### src/ivm_pkg.sv
// Purpose: Shared constants and types for the interrupt vector address map
// Assumes: 20-bit (1 MB) address space, byte-wide vector reads
// Notes: Vector numbers are the relocatable table indices
package ivm_pkg;
	// ==========================================
	// Address space and vector layout
	localparam int ADDR_W = 20;
	localparam int VEC_BYTES = 4;
	localparam int REL_TABLE_BYTES = 256;
	localparam logic [19:0] FIX_UNDEF = 20'hfffdc;
	localparam logic [19:0] FIX_OVF = 20'hfffe0;
	localparam logic [19:0] FIX_BRK = 20'hfffe4;
	localparam logic [19:0] FIX_AMATCH = 20'hfffe8;
	localparam logic [19:0] FIX_SSTEP = 20'hfffec;
	localparam logic [19:0] FIX_WDT = 20'hffff0;
	localparam logic [19:0] FIX_DBC = 20'hffff4;
	localparam logic [19:0] FIX_RESET = 20'hffffc;
	localparam logic [19:0] FIX_TOP = 20'hfffff;
	localparam logic [19:0] BRK_PROBE = 20'hfffe7;
	localparam logic [7:0] BRK_REDIRECT = 8'hff;
	localparam logic [19:0] PC_RST = 20'h00000;
	localparam logic [7:0] ID_RST = 8'h00;
	// ==========================================
	// Vector numbers
	localparam logic [5:0] N_BRK = 6'h00;
	localparam logic [5:0] N_EXT3 = 6'h04;
	localparam logic [5:0] N_TIN5 = 6'h05;
	localparam logic [5:0] N_SLOT6 = 6'h06;
	localparam logic [5:0] N_SLOT7 = 6'h07;
	localparam logic [5:0] N_SLC1 = 6'h08;
	localparam logic [5:0] N_SLC2 = 6'h09;
	localparam logic [5:0] N_S2COLL = 6'h0a;
	localparam logic [5:0] N_DMA0 = 6'h0b;
	localparam logic [5:0] N_DMA1 = 6'h0c;
	localparam logic [5:0] N_KEY = 6'h0d;
	localparam logic [5:0] N_AD = 6'h0e;
	localparam logic [5:0] N_S2TX = 6'h0f;
	localparam logic [5:0] N_S2RX = 6'h10;
	localparam logic [5:0] N_S0TX = 6'h11;
	localparam logic [5:0] N_S0RX = 6'h12;
	localparam logic [5:0] N_S1TX = 6'h13;
	localparam logic [5:0] N_S1RX = 6'h14;
	localparam logic [5:0] N_TOUT0 = 6'h15;
	localparam logic [5:0] N_TIN0 = 6'h1a;
	localparam logic [5:0] N_EXT0 = 6'h1d;
	localparam logic [5:0] N_EXT1 = 6'h1e;
	localparam logic [5:0] N_EXT2 = 6'h1f;
	localparam logic [5:0] N_SOFT_NM = 6'h20;
	// ==========================================
	// Types
	typedef enum logic [3:0] {
		K_UNDEF = 4'h0, K_OVF = 4'h1, K_BRK = 4'h2, K_AMATCH = 4'h3,
		K_SSTEP = 4'h4, K_WDT = 4'h5, K_DBC = 4'h6, K_RESET = 4'h7,
		K_SOFT = 4'h8, K_PERIPH = 4'h9
	} ivm_kind_type;
	typedef enum logic [4:0] {
		SRC_EXT_IRQ_PIN_3, SRC_TIN5, SRC_TIN4, SRC_S1COLL, SRC_TIN3,
		SRC_S0COLL, SRC_SLC1, SRC_SLC2, SRC_S2COLL, SRC_DMA0, SRC_DMA1,
		SRC_KEY, SRC_AD, SRC_S2TX, SRC_S2RX, SRC_S0TX, SRC_S0RX,
		SRC_S1TX, SRC_S1RX, SRC_TOUT0, SRC_TOUT1, SRC_TOUT2, SRC_TOUT3,
		SRC_TOUT4, SRC_TIN0, SRC_TIN1, SRC_TIN2, SRC_EXT_IRQ_PIN_0,
		SRC_EXT_IRQ_PIN_1, SRC_EXT_IRQ_PIN_2
	} ivm_src_type;
	typedef enum logic [3:0] {
		S_IDLE = 4'h1, S_PROBE = 4'h2, S_FETCH = 4'h4, S_LOAD = 4'h8
	} ivm_state_type;
endpackage

### src/ivm_vec_calc.sv
// Purpose: First byte address of the vector for one interrupt
// Assumes: Base pointer already captured by the caller
// Notes: Purely combinational
`timescale 1ns/1ps
module ivm_vec_calc (
	// Selection
	input wire ivm_pkg::ivm_kind_type i_kind,
	input wire logic [5:0] i_num,
	input wire logic [19:0] i_base,
	// Result
	output logic [19:0] o_addr
);
	// ==========================================
	// Address decode
	always_comb begin
		case (i_kind)
			ivm_pkg::K_UNDEF: o_addr = ivm_pkg::FIX_UNDEF;
			ivm_pkg::K_OVF: o_addr = ivm_pkg::FIX_OVF;
			ivm_pkg::K_BRK: o_addr = ivm_pkg::FIX_BRK;
			ivm_pkg::K_AMATCH: o_addr = ivm_pkg::FIX_AMATCH;
			ivm_pkg::K_SSTEP: o_addr = ivm_pkg::FIX_SSTEP;
			ivm_pkg::K_WDT: o_addr = ivm_pkg::FIX_WDT;
			ivm_pkg::K_DBC: o_addr = ivm_pkg::FIX_DBC;
			ivm_pkg::K_RESET: o_addr = ivm_pkg::FIX_RESET;
			// Wraps inside 1 MB, an odd base costs no extra cycles
			default: o_addr = i_base + {12'h000, i_num, 2'b00};
		endcase
	end
endmodule

### src/ivm_vector_map.sv
// Purpose: Turn an accepted interrupt into a fetched routine start address
// Assumes: Byte read port with one-cycle ack, all inputs on i_core_clk
// Notes: Arbitration, flag saving and stacking live elsewhere
`timescale 1ns/1ps
module ivm_vector_map #(
	parameter bit FLASH_VARIANT = 1'b1
) (
	// Clock and reset
	input wire logic i_core_clk,
	input wire logic i_rst_n,
	// Accepted interrupt
	input wire logic i_accept,
	input wire ivm_pkg::ivm_kind_type i_kind,
	input wire logic [5:0] i_soft_num,
	input wire ivm_pkg::ivm_src_type i_src,
	// Configuration
	input wire logic [19:0] i_vector_table_base,
	input wire logic i_slot6_source_sel,
	input wire logic i_slot7_source_sel,
	// Vector byte reads
	output logic o_rd_req,
	output logic [19:0] o_rd_addr,
	input wire logic i_rd_ack,
	input wire logic [7:0] i_rd_data,
	// Result
	output logic o_busy,
	output logic o_reject,
	output logic o_pc_load,
	output logic [19:0] o_pc,
	output logic [5:0] o_int_num,
	output logic o_nonmaskable,
	output logic [7:0] o_id_byte,
	output logic o_id_valid
);
	// ==========================================
	// Source to vector number
	// Returns {routed, number}; an unselected shared source is not routed
	function automatic logic [6:0] src_num(input ivm_pkg::ivm_src_type s,
		input logic sel6, input logic sel7);
		logic [6:0] r;
		r = {1'b1, 6'h00};
		case (s)
			ivm_pkg::SRC_EXT_IRQ_PIN_3: r[5:0] = ivm_pkg::N_EXT3;
			ivm_pkg::SRC_TIN5: r[5:0] = ivm_pkg::N_TIN5;
			ivm_pkg::SRC_TIN4: r = {!sel6, ivm_pkg::N_SLOT6};
			ivm_pkg::SRC_S1COLL: r = {sel6, ivm_pkg::N_SLOT6};
			ivm_pkg::SRC_TIN3: r = {!sel7, ivm_pkg::N_SLOT7};
			ivm_pkg::SRC_S0COLL: r = {sel7, ivm_pkg::N_SLOT7};
			ivm_pkg::SRC_SLC1: r[5:0] = ivm_pkg::N_SLC1;
			ivm_pkg::SRC_SLC2: r[5:0] = ivm_pkg::N_SLC2;
			ivm_pkg::SRC_S2COLL: r[5:0] = ivm_pkg::N_S2COLL;
			ivm_pkg::SRC_DMA0: r[5:0] = ivm_pkg::N_DMA0;
			ivm_pkg::SRC_DMA1: r[5:0] = ivm_pkg::N_DMA1;
			ivm_pkg::SRC_KEY: r[5:0] = ivm_pkg::N_KEY;
			ivm_pkg::SRC_AD: r[5:0] = ivm_pkg::N_AD;
			ivm_pkg::SRC_S2TX: r[5:0] = ivm_pkg::N_S2TX;
			ivm_pkg::SRC_S2RX: r[5:0] = ivm_pkg::N_S2RX;
			ivm_pkg::SRC_S0TX: r[5:0] = ivm_pkg::N_S0TX;
			ivm_pkg::SRC_S0RX: r[5:0] = ivm_pkg::N_S0RX;
			ivm_pkg::SRC_S1TX: r[5:0] = ivm_pkg::N_S1TX;
			ivm_pkg::SRC_S1RX: r[5:0] = ivm_pkg::N_S1RX;
			ivm_pkg::SRC_TOUT0: r[5:0] = ivm_pkg::N_TOUT0;
			ivm_pkg::SRC_TOUT1: r[5:0] = ivm_pkg::N_TOUT0 + 6'h01;
			ivm_pkg::SRC_TOUT2: r[5:0] = ivm_pkg::N_TOUT0 + 6'h02;
			ivm_pkg::SRC_TOUT3: r[5:0] = ivm_pkg::N_TOUT0 + 6'h03;
			ivm_pkg::SRC_TOUT4: r[5:0] = ivm_pkg::N_TOUT0 + 6'h04;
			ivm_pkg::SRC_TIN0: r[5:0] = ivm_pkg::N_TIN0;
			ivm_pkg::SRC_TIN1: r[5:0] = ivm_pkg::N_TIN0 + 6'h01;
			ivm_pkg::SRC_TIN2: r[5:0] = ivm_pkg::N_TIN0 + 6'h02;
			ivm_pkg::SRC_EXT_IRQ_PIN_0: r[5:0] = ivm_pkg::N_EXT0;
			ivm_pkg::SRC_EXT_IRQ_PIN_1: r[5:0] = ivm_pkg::N_EXT1;
			// Pin 2 and display_source_2 share one request
			ivm_pkg::SRC_EXT_IRQ_PIN_2: r[5:0] = ivm_pkg::N_EXT2;
			default: r = 7'h00;
		endcase
		return r;
	endfunction

	// ==========================================
	// State
	ivm_pkg::ivm_state_type st_q;
	ivm_pkg::ivm_kind_type kind_q;
	logic [19:0] base_q;
	logic [19:0] rd_addr_q;
	logic [1:0] idx_q;
	logic [19:0] pc_acc_q;
	logic [19:0] pc_q;
	logic [5:0] num_q;
	logic nm_q;
	logic load_q;
	logic reject_q;
	logic [7:0] id_q;
	logic id_v_q;

	// ==========================================
	// Decode of the incoming request
	logic take;
	logic [6:0] pmap;
	logic routed;
	logic [5:0] acc_num;
	logic fixed_kind;
	ivm_pkg::ivm_kind_type calc_kind;
	logic [5:0] calc_num;
	logic [19:0] calc_base;
	logic [19:0] calc_addr;
	logic last_ack;
	logic redirect;

	assign take = i_accept && (st_q == ivm_pkg::S_IDLE);
	assign pmap = src_num(i_src, i_slot6_source_sel, i_slot7_source_sel);
	assign routed = (i_kind != ivm_pkg::K_PERIPH) || pmap[6];
	// Trap numbers reuse the same table slots as peripherals
	assign acc_num = (i_kind == ivm_pkg::K_PERIPH) ? pmap[5:0] :
		(i_kind == ivm_pkg::K_SOFT) ? i_soft_num : ivm_pkg::N_BRK;
	assign fixed_kind = (kind_q != ivm_pkg::K_SOFT) && (kind_q != ivm_pkg::K_PERIPH);
	assign last_ack = (st_q == ivm_pkg::S_FETCH) && i_rd_ack && (idx_q == 2'd3);
	assign redirect = (i_rd_data == ivm_pkg::BRK_REDIRECT);

	// Outside idle the calculator serves the break redirect to entry zero
	always_comb begin
		if (st_q == ivm_pkg::S_IDLE) begin
			calc_kind = i_kind;
			calc_num = acc_num;
			calc_base = i_vector_table_base;
		end else begin
			calc_kind = ivm_pkg::K_SOFT;
			calc_num = ivm_pkg::N_BRK;
			calc_base = base_q;
		end
	end

	ivm_vec_calc u_calc (
		.i_kind(calc_kind),
		.i_num(calc_num),
		.i_base(calc_base),
		.o_addr(calc_addr)
	);

	// ==========================================
	// Sequencer
	always_ff @(posedge i_core_clk) begin
		if (!i_rst_n) begin
			st_q <= ivm_pkg::S_IDLE;
		end else begin
			case (st_q)
				ivm_pkg::S_IDLE: begin
					if (take && routed) begin
						st_q <= (i_kind == ivm_pkg::K_BRK) ? ivm_pkg::S_PROBE :
							ivm_pkg::S_FETCH;
					end
				end
				ivm_pkg::S_PROBE: begin
					if (i_rd_ack) begin
						st_q <= ivm_pkg::S_FETCH;
					end
				end
				ivm_pkg::S_FETCH: begin
					if (last_ack) begin
						st_q <= ivm_pkg::S_LOAD;
					end
				end
				ivm_pkg::S_LOAD: st_q <= ivm_pkg::S_IDLE;
				default: st_q <= ivm_pkg::S_IDLE;
			endcase
		end
	end

	// Request capture; base is frozen so a rewrite mid-fetch cannot tear it
	always_ff @(posedge i_core_clk) begin
		if (!i_rst_n) begin
			kind_q <= ivm_pkg::K_RESET;
			base_q <= ivm_pkg::PC_RST;
			num_q <= 6'h00;
			nm_q <= 1'b0;
		end else if (take && routed) begin
			kind_q <= i_kind;
			base_q <= i_vector_table_base;
			num_q <= acc_num;
			nm_q <= (i_kind != ivm_pkg::K_PERIPH);
		end
	end

	always_ff @(posedge i_core_clk) begin
		if (!i_rst_n) begin
			reject_q <= 1'b0;
		end else begin
			reject_q <= take && !routed;
		end
	end

	// ==========================================
	// Vector byte reads
	always_ff @(posedge i_core_clk) begin
		if (!i_rst_n) begin
			rd_addr_q <= ivm_pkg::PC_RST;
			idx_q <= 2'd0;
		end else if (take && routed) begin
			idx_q <= 2'd0;
			if (i_kind == ivm_pkg::K_BRK) begin
				rd_addr_q <= ivm_pkg::BRK_PROBE;
			end else begin
				rd_addr_q <= calc_addr;
			end
		end else if ((st_q == ivm_pkg::S_PROBE) && i_rd_ack) begin
			rd_addr_q <= redirect ? calc_addr : ivm_pkg::FIX_BRK;
		end else if ((st_q == ivm_pkg::S_FETCH) && i_rd_ack) begin
			// Lowest byte first, one vector is exactly four bytes
			rd_addr_q <= rd_addr_q + 20'h00001;
			idx_q <= idx_q + 2'd1;
		end
	end

	// Little-endian assembly; the fourth byte holds no address bits
	always_ff @(posedge i_core_clk) begin
		if (!i_rst_n) begin
			pc_acc_q <= ivm_pkg::PC_RST;
		end else if ((st_q == ivm_pkg::S_FETCH) && i_rd_ack) begin
			case (idx_q)
				2'd0: pc_acc_q[7:0] <= i_rd_data;
				2'd1: pc_acc_q[15:8] <= i_rd_data;
				2'd2: pc_acc_q[19:16] <= i_rd_data[3:0];
				default: pc_acc_q <= pc_acc_q;
			endcase
		end
	end

	// High vector byte of a fixed slot feeds the flash ID check
	always_ff @(posedge i_core_clk) begin
		if (!i_rst_n) begin
			id_q <= ivm_pkg::ID_RST;
			id_v_q <= 1'b0;
		end else begin
			id_v_q <= 1'b0;
			if (FLASH_VARIANT && last_ack && fixed_kind) begin
				id_q <= i_rd_data;
				id_v_q <= 1'b1;
			end
		end
	end

	// ==========================================
	// Program counter load
	always_ff @(posedge i_core_clk) begin
		if (!i_rst_n) begin
			pc_q <= ivm_pkg::PC_RST;
			load_q <= 1'b0;
		end else begin
			load_q <= last_ack;
			if (last_ack) begin
				pc_q <= pc_acc_q;
			end
		end
	end

	assign o_rd_req = (st_q == ivm_pkg::S_PROBE) || (st_q == ivm_pkg::S_FETCH);
	assign o_rd_addr = rd_addr_q;
	assign o_busy = (st_q != ivm_pkg::S_IDLE);
	assign o_reject = reject_q;
	assign o_pc_load = load_q;
	assign o_pc = pc_q;
	assign o_int_num = num_q;
	assign o_nonmaskable = nm_q;
	assign o_id_byte = id_q;
	assign o_id_valid = id_v_q;

	// Upper nibble as seen on the bus, kept apart from the assembly path
	logic [3:0] nib_seen_q;
	always_ff @(posedge i_core_clk) begin
		if (!i_rst_n) begin
			nib_seen_q <= 4'h0;
		end else if ((st_q == ivm_pkg::S_FETCH) && i_rd_ack && (idx_q == 2'd2)) begin
			nib_seen_q <= i_rd_data[3:0];
		end
	end
endmodule

### config.mk
export PLATFORM = sky130hd
export DESIGN_NAME = ivm_vector_map
export DESIGN_NICKNAME = d
export VERILOG_FILES = /design/src/ivm_pkg.sv /design/src/ivm_vec_calc.sv /design/src/ivm_vector_map.sv
export SDC_FILE = /design/constraint.sdc
export NUM_CORES = 1
export LEC_CHECK = 0
export BUFFER_PORTS_ARGS = -buffer_cell sky130_fd_sc_hd__buf_2
export CAP_MARGIN = 0
export CORE_MARGIN = 4
export CORE_UTILIZATION = 45
export CTS_CLUSTER_DIAMETER = 60
export DETAILED_ROUTE_END_ITERATION = 8
export GPL_TIMING_DRIVEN = 0
export PLACE_DENSITY = 0.7
export RECOVER_POWER = 100
export SETUP_SLACK_MARGIN = 0.3
export SLEW_MARGIN = 20
export SYNTH_ARGS = -nofsm -noshare
export SYNTH_HDL_FRONTEND = slang
export SYNTH_SLANG_ARGS = --single-unit
### constraint.sdc
create_clock -name i_core_clk -period 6.6 [get_ports i_core_clk]
set_clock_uncertainty 0.1 [all_clocks]
set_input_delay 0 -clock i_core_clk [delete_from_list [all_inputs] [get_ports i_core_clk]]
set_output_delay 0 -clock i_core_clk [all_outputs]
set_load 0.05 [all_outputs]
* Word-level counts from Yosys, hierarchy flattened
Index checks and enable logic that the tools add are counted.
** Storage, ports and cells
- Input port bits :: 49
- Output and inout port bits :: 60
- Register bits after elaboration :: 108
- Word-level logic and storage cells :: 118
** Operators by class
- Bitwise gates (word level) :: 2
- Equality and inequality tests :: 53
- Add/subtract/negate cells :: 3
- Mux-type cells :: 19
- Reduce and logical (&&, ||, !) cells :: 26
** Operator list (count)
- 20-bit one-hot mux with 8 select lines :: 1
- 5-bit one-hot mux with 28 select lines :: 1
- 20-bit 2-to-1 mux :: 6
- 5-bit equality test, second input constant :: 14
- 5-bit by 4-bit equality test with 1-bit output, second input constant :: 8
- 26-bit OR reduction :: 1
- 20-bit by 1-bit adder with 20-bit output, second input constant :: 1
- 20-bit by 8-bit adder with 20-bit output :: 1
- 4-bit by 3-bit equality test with 1-bit output, second input constant :: 5
- 5-bit by 3-bit equality test with 1-bit output, second input constant :: 4
- 6-bit 2-to-1 mux :: 3
- 4-bit by 2-bit equality test with 1-bit output, second input constant :: 4
- 4-bit 2-to-1 mux :: 4
- 4-bit != test, second input constant :: 3
- 4-bit one-hot mux with 3 select lines :: 1
- 5-bit by 2-bit equality test with 1-bit output, second input constant :: 2
- 4-bit by 1-bit equality test with 1-bit output, second input constant :: 2
- 4-bit equality test, second input constant :: 2
- 8-bit equality test, second input constant :: 1
- 1-bit logical AND :: 8
- 2-bit AND reduction :: 4
- 2-bit OR reduction :: 3
- 5-bit by 1-bit equality test with 1-bit output, second input constant :: 1
- 5-bit logical NOT :: 1
- other kinds (16) :: 22

* Longest topological paths before layout
Gate-level depths: netlist of the first run.
- Depth in word-level cells :: 10
- Mapped depth :: 14
- Depth with buffers taken out :: 13

* Hierarchy
A second synthesis of the first run with hierarchy kept.
** Second synthesis, totals
- Cell total of the unflattened synthesis :: 784
- Area total of the unflattened synthesis :: 5830.6 µm²
** Modules (own cells, without submodules)
- ivm_vector_map :: times used 1, area an instance 5062.4 µm², cells each 673, seq. area each 2142.1 µm²
- ivm_vec_calc :: times used 1, area an instance 768.2 µm², cells each 111, seq. area each 0.0 µm²

* Worst setup path before layout of the first run
Ideal clock, no wire load.
- Kind :: flip-flop to flip-flop
- Start :: register st_q[1]
- End :: register rd_addr_q[10] (netlist: o_rd_addr[10])
- Cell stages (with the launch flop) :: 14
- Period minus slack after synthesis :: 3.482 ns
- Path buffers :: 2
- Slack :: 3.118 ns
- Data required time :: 6.381 ns
- Setup time :: 0.119 ns
- Data arrival time :: 3.263 ns
- Cells stage by stage :: dfxtp_1 > nor4b_4 > inv_2 > clkbuf_1 > clkbuf_1 > nor2_1 > ha_1 > fa_1 > a211oi_1 > o21ai_0 > o21ai_0 > a21oi_1 > xnor2_1 > o221a_2
** On the way
- Longest elaborated chain between the ends :: 7
- Elaborated cells between the ends (all ways) :: 25
- Those cells by class :: 1 x add/sub; 10 x eq/ne; 8 x mux; 6 x reduce/logical
** Ends and longest elaborated chain
- from (decl) :: line ivm_vector_map.sv:81 : ivm_pkg::ivm_state_type st_q;
- from (signal assigned) :: line ivm_vector_map.sv:143 : st_q <= ivm_pkg::S_IDLE;
- from (signal assigned) :: line ivm_vector_map.sv:148 : st_q <= (i_kind == ivm_pkg::K_BRK) ? ivm_pkg::S_PROBE :
- from (signal assigned) :: line ivm_vector_map.sv:154 : st_q <= ivm_pkg::S_FETCH;
- 4-bit by 1-bit equality test with 1-bit output :: line ivm_vector_map.sv:109, ivm_vector_map.sv:121
- 20-bit 2-to-1 mux (tied with other cells) :: line ivm_vector_map.sv:121 : if (st_q == ivm_pkg::S_IDLE) begin
- 20-bit by 8-bit adder with 20-bit output (tied with other cells) :: line ivm_vec_calc.sv:26 : default: o_addr = i_base + {12'h000, i_num, 2'b00};
- 20-bit one-hot mux with 8 select lines :: line ivm_vec_calc.sv:16 : case (i_kind)
- 20-bit 2-to-1 mux :: line ivm_vector_map.sv:205 : rd_addr_q <= redirect ? calc_addr : ivm_pkg::FIX_BRK;
- 20-bit 2-to-1 mux :: line ivm_vector_map.sv:204 : end else if ((st_q == ivm_pkg::S_PROBE) && i_rd_ack) begin
- 20-bit 2-to-1 mux :: line ivm_vector_map.sv:197 : end else if (take && routed) begin
- to (signal assigned) :: line ivm_vector_map.sv:200 : rd_addr_q <= ivm_pkg::BRK_PROBE;
- to (signal assigned) :: line ivm_vector_map.sv:205
- to (signal assigned) :: line ivm_vector_map.sv:208 : rd_addr_q <= rd_addr_q + 20'h00001;
- to (decl) :: line ivm_vector_map.sv:84 : logic [19:0] rd_addr_q;
Several ways; a longest one is shown, not always the timed one.
A chain may end at the register's enable or synchronous reset.

* Worst setup path in the final report of the first run
- Start :: register st_q[0]
- End :: register rd_addr_q[13] (netlist: o_rd_addr[13])
Same word-level chain as after synthesis.

==> results_dict.tcl, run 1 <==
set metrics [dict create \
    layout.cell_area.non_filler_mm2 0.00686 \
    initial_core_util_pct 46.3 \
    hold_path_startpoint "i_kind[3]" \
    post_drt_wl_per_cell_um 16.2 \
    worstSetupEndpointType "register" \
    synth_xor_xnor_area_share_pct 5.49 \
    avgViaCountPerCell 5.53 \
    critPathLaunchType "register" \
    post-synth-top-count-cell "nand2_1" \
    final_layout_size_suffix_gt1_share_pct 8.68 \
    synth_compound_gate_area_share_pct 16.6 \
    rr_startpoint "st_q[0]" \
    drt_pass1_iterations 5 \
    worst_endpoint_required_time_ns 6.76 \
    dp_hpwl_mm 12.5 \
    worst-slew-pin-transition_ns 1.30 \
    timing.setup.tns_ns 0 \
    clockBufferDepth 2 \
    rsz_0062_raised_after_global_routing "false" \
    port_buffers 102 \
    synth.mux.area_fraction_pct 6.48 \
    max_cap_violations 0 \
    crit_start "st_q[0]" \
    cts_tree "built" \
    grt_max_degree 19 \
    synth-warning-count 0 \
    synth_top_cells_by_area "dfxtp_1 (38%), nand2_1 (9.1%), a21oi_1 (6.5%), mux2i_1 (6.3%), nor2_1 (4.6%)" \
    route.antenna.remaining_nets 0 \
    diodes 0 \
    synth_ff_type "dfxtp_1" \
    grt_antenna_before_repair 0 \
    crit_path_max_fanout 10 \
    postSynthNetCount 770 \
    final.fill_count 1177 \
    clk-insertion-delay-late_ns 0.36 \
    first_global_vias 5408 \
    timing.slew.headroom_pct 12.1 \
    final_hold_viol_count 0 \
    core_region_area_mm2 0.0121 \
    clock-root-buffer "clkbuf_16" \
    finalSetupViolCount 0 \
    irDropWorstVdd_v 0.000123 \
    place.gp.congestion 0.927 \
    dpl_cell_area_mm2 0.00630 \
    path_clk_slew_ns 0.08 \
    synth_fa_ha_area_share_pct 2.83 \
    gr-usage-all-layers_pct 23.0 \
    total_power_uw 1660 \
    i_o_pin_cnt 109 \
    synth_top_family_by_area "simple AND/OR/NAND/NOR gates" \
    top_cell_type_s_share_of_synthesized_area_pct 38.4 \
    drt_iter0_markers 338 \
    fp.dieH_um 119 \
    cts.sink_count 107 \
    final_critical_path_required_period_ns 5.09 \
    routed_wl_mm 16.7 \
    critical_path_arrival_ns 5.25 \
    drcViolationCount 0 \
    synthesis.area_per_instance_um2 7.87 \
    grt_pass1_wl_mm 26.4 \
    synth.ff_latch_count 107 \
    post_synth_and_or_nand_nor_area_fraction_pct 26.5 \
    drv_slew 0 \
    run_status "finished clean" \
    synthArstFlopShare_pct 0 \
    synth-edff-count 0 \
    core.rowCount 40 \
    vias 5704 \
    finalNetCount 920 \
    hold_class "input port to register" \
    layout-area-overhead-vs-synth_pct 23.0 \
    ys_seq_area_share_pct 38.4 \
    fmaxAchievable_mhz 196 \
    synthesis.instances 709 \
    netlist_area_mm2 0.00558 \
    power_leakage_uw 0.00259 \
    yosysUniqueCellTypes 61 \
    chip_width_um 119 \
    yosys-top-cells-count "nand2_1 (135), dfxtp_1 (107), a21oi_1 (73), nor2_1 (68), nand3_1 (40)" \
    p_per_area_mw_per_mm2 242 \
    cts_buffer_count 9 \
    timing_worst_setup_path_type "register to register" \
    die-area_mm2 0.0142 \
    post_cts_buffers 0 \
    synth_top_area_cell "dfxtp_1" \
    post-route-period-util_pct 77.1 \
    cts.htree.levels 3 \
    grt_remaining_overflow 0 \
]
## layer usage
| metal | global-route usage (%) | vias up | share of wire [%] |
|---|---|---|---|
| met5 | 0 | - | 0 |
| met2 | 37.8 | 198 | 47 |
| met4 | 8.45 | 0 | 2.6 |
| met1 | 29.7 | 2685 | 44 |
| met3 | 4.99 | 42 | 5.9 |
| li1 | - | 2779 | - |
## critical path, stage by stage, from the launching register on
cell and delay, ns:
dfxtp_1 0.44, nor4b_1 1.06, clkbuf_1 0.44, buf_2 0.38, clkbuf_1 0.43, nand2_1 0.17
nor2_1 0.25, ha_1 0.29, a211oi_1 0.32, o21ai_0 0.21, nand3_1 0.27, mux2i_1 0.11
a311o_1 0.28, o221a_1 0.21
## per-stage QoR
step	hold WS (ns)	instances	setup WS (ns)	util, %
after floorplan	0.0360	709	3.12	-
after global placement	0.154	979	2.33	52.2
after detailed placement	0.165	979	2.29	52.2
after CTS	0.0147	1032	2.30	57.9
after global routing	0.0405	1032	1.04	56.9
final	0.0146	1032	1.51	56.9
## cells in the final DEF (no fill, tap or decap), types with 9 or more instances in the layout
cell	n
xnor2_1	25
xor2_1	10
a21oi_1	74
nor3_1	18
inv_1	10
o21ai_0	20
ha_1	11
nor2_1	68
clkbuf_1	97
dlygate4sd3_1	37
mux2i_1	35
nand2_1	135
nand4_1	15
clkbuf_16	9
buf_2	46
dfxtp_1	107
nand3_1	40
## cell type report
type                    instances  area, µm²  share of cell area [%]
clock inverters                 6       71.3                    1.04
multi-input cells             549       3190                    46.5
flip-flops and latches        107       2140                    31.2
plain buffers                  42        163                    2.37
well taps                     168        210                    3.06
inverters                      11       41.3                   0.602
repair buffers                139        806                    11.7
clock buffers                  10        239                    3.48
## path summary, 6_finish.rpt
kind | slack (ns) | to | depth (start not counted)
max reg2reg | 1.51 | o_rd_addr[13] | 13
max | 1.51 | o_rd_addr[13] | 13
min reg2reg | 0.36 | o_pc[11] | 2
min | 0.01 | st_q[1] | 4
## flip-flops by register name, indices dropped and copies added (netlist names)
register,cells
o_int_num,6
o_pc,20
pc_acc_q,20
o_nonmaskable,1
idx_q,2
o_id_valid,1
base_q,20
kind_q,3
o_pc_load,1
o_reject,1
o_rd_addr,20
st_q,4
o_id_byte,8
## logic make-up after synthesis
logic type | after synthesis
AND/OR/NAND/NOR | 320
AO/OA/AOI/OAI | 146
flip-flops | 107
buffers and inverters | 53
multiplexers | 36
XOR/XNOR | 35
adder cells (fa/ha/maj) | 12
## report_power, final
group	leakage (µW)	total, µW	switching (µW)	internal [µW]
sequential	0.000871	714	36.8	678
combinational	0.00157	377	252	125
clock	0.000157	571	261	310
## timing repair
action / in CTS / in global routing
endpoints found under the hold margin: 60 / 0
endpoints found under the setup margin: 0 / 0
hold buffers: 37 / 0
resized for setup: 0 / 0
No activity file was read; power rests on OpenSTA's default activity.
==> run 2, diff against run 1 <==
--- a/config.mk
+++ b/config.mk
@@ -5,6 +5,7 @@
 export SDC_FILE = /design/constraint.sdc
 export NUM_CORES = 1
 export LEC_CHECK = 0
+export ABC_AREA = 1
 export BUFFER_PORTS_ARGS = -buffer_cell sky130_fd_sc_hd__buf_2
 export CAP_MARGIN = 0
 export CORE_MARGIN = 4
@@ -12,7 +13,7 @@
 export CTS_CLUSTER_DIAMETER = 60
 export DETAILED_ROUTE_END_ITERATION = 8
 export GPL_TIMING_DRIVEN = 0
-export PLACE_DENSITY = 0.7
+export PLACE_DENSITY = 0.73
 export RECOVER_POWER = 100
 export SETUP_SLACK_MARGIN = 0.3
 export SLEW_MARGIN = 20
==> constraint.sdc (replaced) <==
create_clock -name i_core_clk -period 4.3 [get_ports i_core_clk]
set_clock_uncertainty 0.1 [all_clocks]
set_input_delay 0 -clock i_core_clk [delete_from_list [all_inputs] [get_ports i_core_clk]]
set_output_delay 0 -clock i_core_clk [all_outputs]
set_load 0.05 [all_outputs]
==> run 2 against run 1 <==
Compared with the run above: worst setup slack worse by 0.63 ns; global-route usage grew 0.34 points; combinational power rose to 4.6 times the previous value; sequential share of layout area down 0.13 points; non-clock buffer count is the same.
==> results_dict.tcl, run 2 <==
set metrics [dict create \
    synth.ff_latch_count 107 \
    timing_worst_setup_path_type "register to register" \
    first_global_vias 5520 \
    routed_wl_mm 16.7 \
    drcViolationCount 0 \
    die-area_mm2 0.0144 \
    switching_share_pct 46.4 \
    post-synth-top-count-cell "nand2_1" \
    worst-slew-pin-transition_ns 0.837 \
    worst_endpoint_required_time_ns 4.42 \
    synth_top_area_cell "dfxtp_1" \
    chip_width_um 120 \
    synth-warning-count 0 \
    cts.htree.levels 3 \
    yosysUniqueCellTypes 48 \
    yosys-top-cells-count "nand2_1 (164), dfxtp_1 (107), nor2_1 (107), a21oi_1 (82), o21ai_0 (79)" \
    grt_pass1_wl_mm 27.2 \
    grt_remaining_overflow 0 \
    final_layout_size_suffix_gt1_share_pct 8.49 \
    clk-insertion-delay-late_ns 0.36 \
    finalSetupViolCount 0 \
    finish.utilization_pct 56.7 \
    cts.sink_count 107 \
    fp.dieH_um 120 \
    dp_hpwl_mm 12.2 \
    core.rowCount 40 \
    vias 5968 \
    final.fill_count 1250 \
    place_worst_setup_slack_ns 1.15 \
    route.antenna.remaining_nets 0 \
    initial_core_util_pct 46.4 \
    post-route-period-util_pct 79.5 \
    synthesis.area_per_instance_um2 6.90 \
    synth-edff-count 0 \
    critPathLaunchType "register" \
    worst_path_max_delay_cell "ha_1" \
    rr_startpoint "st_q[0]" \
    clockBufferDepth 2 \
    path_clk_slew_ns 0.07 \
    rsz_0062_raised_after_global_routing "false" \
    power_leakage_uw 0.00289 \
    timing.setup.tns_ns 0 \
    core_region_area_mm2 0.0122 \
    layout.cells.most_common "nand2_1" \
    avgViaCountPerCell 5.21 \
    drv_slew 0 \
    grt_antenna_before_repair 0 \
    timing.hold.worst_path_depth 5 \
    fmaxAchievable_mhz 293 \
    ys_seq_area_share_pct 38.0 \
    finalNetCount 1034 \
    top_cell_type_s_share_of_synthesized_area_pct 38.0 \
    critical_path_arrival_ns 3.54 \
    drt_pass1_iterations 5 \
    netlist_area_mm2 0.00564 \
    worstSetupEndpointType "register" \
    crit_start "st_q[0]" \
    seq_power_share_pct 34.4 \
    i_o_pin_cnt 109 \
    clock-root-buffer "clkbuf_16" \
    grt_max_degree 20 \
    crit_path_max_fanout 10 \
    timing.slew.headroom_pct 43.9 \
    p_per_area_mw_per_mm2 572 \
    synthArstFlopShare_pct 0 \
    irDropWorstVdd_v 0.000301 \
    switching_power_uw 1830 \
    critical-path-max-stage-delay_ns 0.42 \
    cts_tree "built" \
    total_area_of_multi_input_combinational_cells_mm2 0.00297 \
    final_hold_viol_count 0 \
    final_cell_mix "nand2_1 (168), nor2_1 (109), dfxtp_1 (107), clkbuf_1 (92), a21oi_1 (83)" \
    cts_buffer_count 9 \
    gr-usage-all-layers_pct 23.3 \
    internal_power_uw 2110 \
    power_frac_clock_pct 21.9 \
    port_buffers 107 \
    setup_slack_ns 0.881 \
    layout-area-overhead-vs-synth_pct 22.1 \
    share_comb_of_total_power_pct 43.6 \
    place.gp.congestion 0.902 \
    worst_path_most_repeated_cell "nand2_1" \
    synth_top_cells_by_area "dfxtp_1 (38%), nand2_1 (11%), a21oi_1 (7.3%), nor2_1 (7.1%), o21ai_0 (7.0%)" \
    hold_path_startpoint "i_rd_ack" \
    synthesis.instances 818 \
    max_cap_violations 0 \
    final_critical_path_required_period_ns 3.42 \
    synth_ff_type "dfxtp_1" \
    hold_class "input port to register" \
    diodes 0 \
    worst-r2r-cell-count 18 \
    cp_cell_sequence "inv_1 > nor2_2 > nand2_1 > buf_2 > clkbuf_1 > nor2_1 > ha_1 > nand2_1 > nor2_1 > nand2_1 > nand3_1 > nand3_1 > a21oi_1 > nand2_2 > xor2_1 > nand2_1 > nand2_1 > a21oi_1" \
    postSynthNetCount 879 \
    post_drt_wl_per_cell_um 14.6 \
    layout.area.seq_mm2 0.00214 \
    run_status "finished clean" \
    drt_iter0_markers 561 \
]
==> run 2: final timing paths <==
kind	end	slack [ns]
max	o_rd_addr[15]	0.88
min	st_q[2]	0.02
max reg2reg	o_rd_addr[15]	0.88
min reg2reg	base_q[19]	0.36
==> run 2: kinds of logic after synthesis <==
group / after synthesis / synth area share [%]
simple gates: 379 / 29.1
compound gates: 191 / 18.8
buf+inv: 107 / 7.89
flops: 107 / 38.0
xor+xnor: 20 / 3.10
fa+ha+maj: 12 / 2.79
mux: 2 / 0.355
==> run 2: timing repair <==
action	4_1_cts	5_1_grt
resized for setup	0	0
buffers inserted	0	0
setup endpoints to repair	0	0
hold buffers	37	0
endpoints found under the hold margin	59	0
==> run 2: power by group through the flow <==
stage,clock (µW),combinational (µW),sequential [µW]
floorplan,0,944,1720
global placement,0,1720,1370
detailed placement,0,1730,1370
CTS,877,1770,1350
global route,917,1890,1390
finish,865,1720,1360
==> run 2: per-stage QoR <==
step | power [µW] | hold slack [ns] | cell area, µm² | instances
4_1_cts | 4000 | 0.00121 | 7070 | 1146
6_report | 3940 | 0.0209 | 6890 | 1146
5_1_grt | 4200 | 0.0632 | 6890 | 1146
3_3_place_gp | 3090 | 0.156 | 6390 | 1093
2_1_floorplan | 2660 | 0.0349 | 5640 | 818
3_5_place_dp | 3110 | 0.159 | 6390 | 1093
==> run 2: routing by layer <==
metal	vias up	GRT usage [%]	part of all wire, %
met3	31	4.05	6.5
met2	210	35.8	44
li1	3022	-	-
met4	0	9.45	2.5
met1	2705	32.5	47
met5	-	0	0
==> run 2: critical path, delay by kind of cell, from the launching register on <==
| family | cells | cell delay [ns] |
|---|---|---|
| and+or+nand+nor | 11 | 1.09 |
| buffers and inverters | 3 | 0.75 |
| AOI/OAI and AO/OA | 2 | 0.47 |
| adders and majority gates | 1 | 0.42 |
| DFF | 1 | 0.31 |
| xor gates and xnor gates | 1 | 0.16 |
==> run 2: area by class of cell <==
cell class,instances,area share (%)
repair buffers,144,12.1
multi-input cells,604,43.2
plain buffers,37,2.27
well taps,168,3.05
clock buffers,9,3.27
flip-flops and latches,107,31.1
clock inverters,7,1.29
inverters,70,3.81
==> run 3, diff against run 2 <==
--- a/config.mk
+++ b/config.mk
@@ -13,7 +13,7 @@
 export CTS_CLUSTER_DIAMETER = 60
 export DETAILED_ROUTE_END_ITERATION = 8
 export GPL_TIMING_DRIVEN = 0
-export PLACE_DENSITY = 0.73
+export PLACE_DENSITY = 0.7
 export RECOVER_POWER = 100
 export SETUP_SLACK_MARGIN = 0.3
 export SLEW_MARGIN = 20
==> constraint.sdc (replaced) <==
create_clock -name i_core_clk -period 3.3 [get_ports i_core_clk]
set_clock_uncertainty 0.1 [all_clocks]
set_input_delay 0 -clock i_core_clk [delete_from_list [all_inputs] [get_ports i_core_clk]]
set_output_delay 0 -clock i_core_clk [all_outputs]
set_load 0.05 [all_outputs]
==> run 3 against run 2 <==
Compared with the run above: clock-buffer cell count unchanged; critical endpoint is now o_rd_addr[8]; global-route usage increased by 0.36 points; routed wire length increased by 2.6%; cell area increased by 1.8%; sequential power increased by 30%; critical path type is now input port to register; combinational power increased by 37%; core utilization increased by 1.0 points; clock power increased by 21%; critical path depth decreased by 2.
==> results_dict.tcl, run 3 (synthesized netlist as in run 2, its figures left out) <==
set metrics [dict create \
    first_global_vias 5571 \
    irDropWorstVdd_v 0.000362 \
    timing.slew.headroom_pct 55.7 \
    clock-root-buffer "clkbuf_16" \
    clockBufferDepth 2 \
    cts.htree.levels 3 \
    routed_wl_mm 17.1 \
    fmaxAchievable_mhz 351 \
    grt_remaining_overflow 0 \
    final_cell_mix "nand2_1 (168), dfxtp_1 (106), nor2_1 (103), clkbuf_1 (89), a21oi_1 (82)" \
    grt_antenna_before_repair 0 \
    vias 5993 \
    final_hold_viol_count 0 \
    finalNetCount 1037 \
    layout.cells.most_common "nand2_1" \
    chip_width_um 120 \
    i_o_pin_cnt 109 \
    place.gp.congestion 0.892 \
    rsz_0062_raised_after_global_routing "false" \
    dpl_cell_area_mm2 0.00639 \
    p_per_area_mw_per_mm2 737 \
    grt_pass1_wl_mm 27.6 \
    worst_path_most_repeated_cell "nand2_1" \
    fp.dieH_um 120 \
    holdWs_ns 0.0290 \
    seq_power_share_pct 34.3 \
    cts_tree "built" \
    finalSetupViolCount 0 \
    port_buffers 107 \
    cts_buffer_count 9 \
    cts.sink_count 107 \
    worst_endpoint_required_time_ns 3.44 \
    grt_max_degree 20 \
    critical-path-max-stage-delay_ns 0.53 \
    post_drt_wl_per_cell_um 14.9 \
    die-area_mm2 0.0144 \
    max_cap_violations 0 \
    final_layout_size_suffix_gt1_share_pct 10.5 \
    share_comb_of_total_power_pct 45.4 \
    cp_cell_sequence "dlygate4sd3_1 > clkbuf_1 > inv_1 > nand2_1 > nor2_4 > clkbuf_1 > o221ai_1 > nor2_1 > nand2_1 > nand2_1 > nand2_1 > nor2_8 > inv_1 > clkbuf_1 > o21ai_0 > nor2_1" \
    worstSetupEndpointType "register" \
    layout.cell_area.non_filler_mm2 0.00702 \
    timing_worst_setup_path_type "input port to register" \
    critical_path_arrival_ns 3.00 \
    drv_slew 0 \
    power_frac_clock_pct 20.3 \
    core.rowCount 40 \
    dp_hpwl_mm 12.3 \
    crit_path_max_fanout 10 \
    core_region_area_mm2 0.0122 \
    gr-usage-all-layers_pct 23.7 \
    drt_pass1_iterations 5 \
    layout-area-overhead-vs-synth_pct 24.3 \
    worst_path_max_delay_cell "dlygate4sd3_1" \
    route.antenna.remaining_nets 0 \
    critPathLaunchType "input port" \
    drt_iter0_markers 522 \
    worst-slew-pin-transition_ns 0.667 \
    switching_power_uw 2440 \
    clk-insertion-delay-late_ns 0.35 \
    avgViaCountPerCell 5.22 \
    power_leakage_uw 0.00293 \
    switching_share_pct 47.2 \
    post-route-period-util_pct 86.4 \
    initial_core_util_pct 46.4 \
    diodes 0 \
    run_status "finished clean" \
    drcViolationCount 0 \
    internal_power_uw 2730 \
    timing.setup.tns_ns 0 \
    path_clk_slew_ns 0.07 \
    final_critical_path_required_period_ns 2.85 \
    hold_class "input port to register" \
]
[run 3: final timing paths]
kind         startpoint           end  slack [ns]  cells after the start
max           i_kind[2]  o_rd_addr[8]        0.45                     16
min            i_rd_ack       st_q[2]        0.03                      5
max reg2reg     st_q[2]  o_id_byte[1]        0.45                      9
min reg2reg  base_q[19]    base_q[19]        0.35                      2
[run 3: layer usage]
layer  part of all wire, %  global-route usage [%]  up-vias
met3                   5.2                    2.17       25
met4                   2.1                    8.45        0
met5                     0                       0        -
li1                      -                       -     3026
met1                    49                    34.4     2739
met2                    43                    36.7      203
[run 3: repair_timing]
action | in CTS | in global routing
hold buffers | 38 | 0
pin swaps | 0 | 4
endpoints found under the hold margin | 59 | 0
gates resized for setup | 2 | 24
setup buffers | 0 | 2
endpoints found under the setup margin | 7 | 14
[run 3: layout make-up]
| cell class | count | area, µm² |
|---|---|---|
| inverters | 70 | 263 |
| flip-flops and latches | 107 | 2140 |
| multi-input cells | 604 | 3090 |
| well taps | 168 | 210 |
| plain buffers | 37 | 181 |
| repair buffers | 147 | 851 |
| clock buffers | 9 | 225 |
| clock inverters | 6 | 57.6 |
| fillers | 1208 | 5140 |
[run 3: through the flow]
step | power [µW] | std cells | utilization, % | worst slack (ns)
floorplan | 3470 | 818 | - | 0.507
global placement | 4020 | 1093 | 52.5 | 0.275
detailed placement | 4040 | 1093 | 52.5 | 0.230
CTS | 5130 | 1146 | 58.0 | 0.303
global route | 5490 | 1148 | 57.7 | 0.156
finish | 5170 | 1148 | 57.7 | 0.449
[run 3: worst max-delay path: cells and delay by family]
family	cells	cell delay (ns)
and+or+nand+nor	8	1.34
buffers and inverters	6	1.27
AOI/OAI and AO/OA	2	0.37
[run 3: power by group through the flow]
stage | combinational (µW) | sequential [µW] | clock (µW)
final | 2350 | 1770 | 1050
after global routing | 2570 | 1810 | 1110
after CTS | 2310 | 1760 | 1060
after detailed placement | 2260 | 1790 | 0
after global placement | 2240 | 1790 | 0
after floorplan | 1230 | 2240 | 0
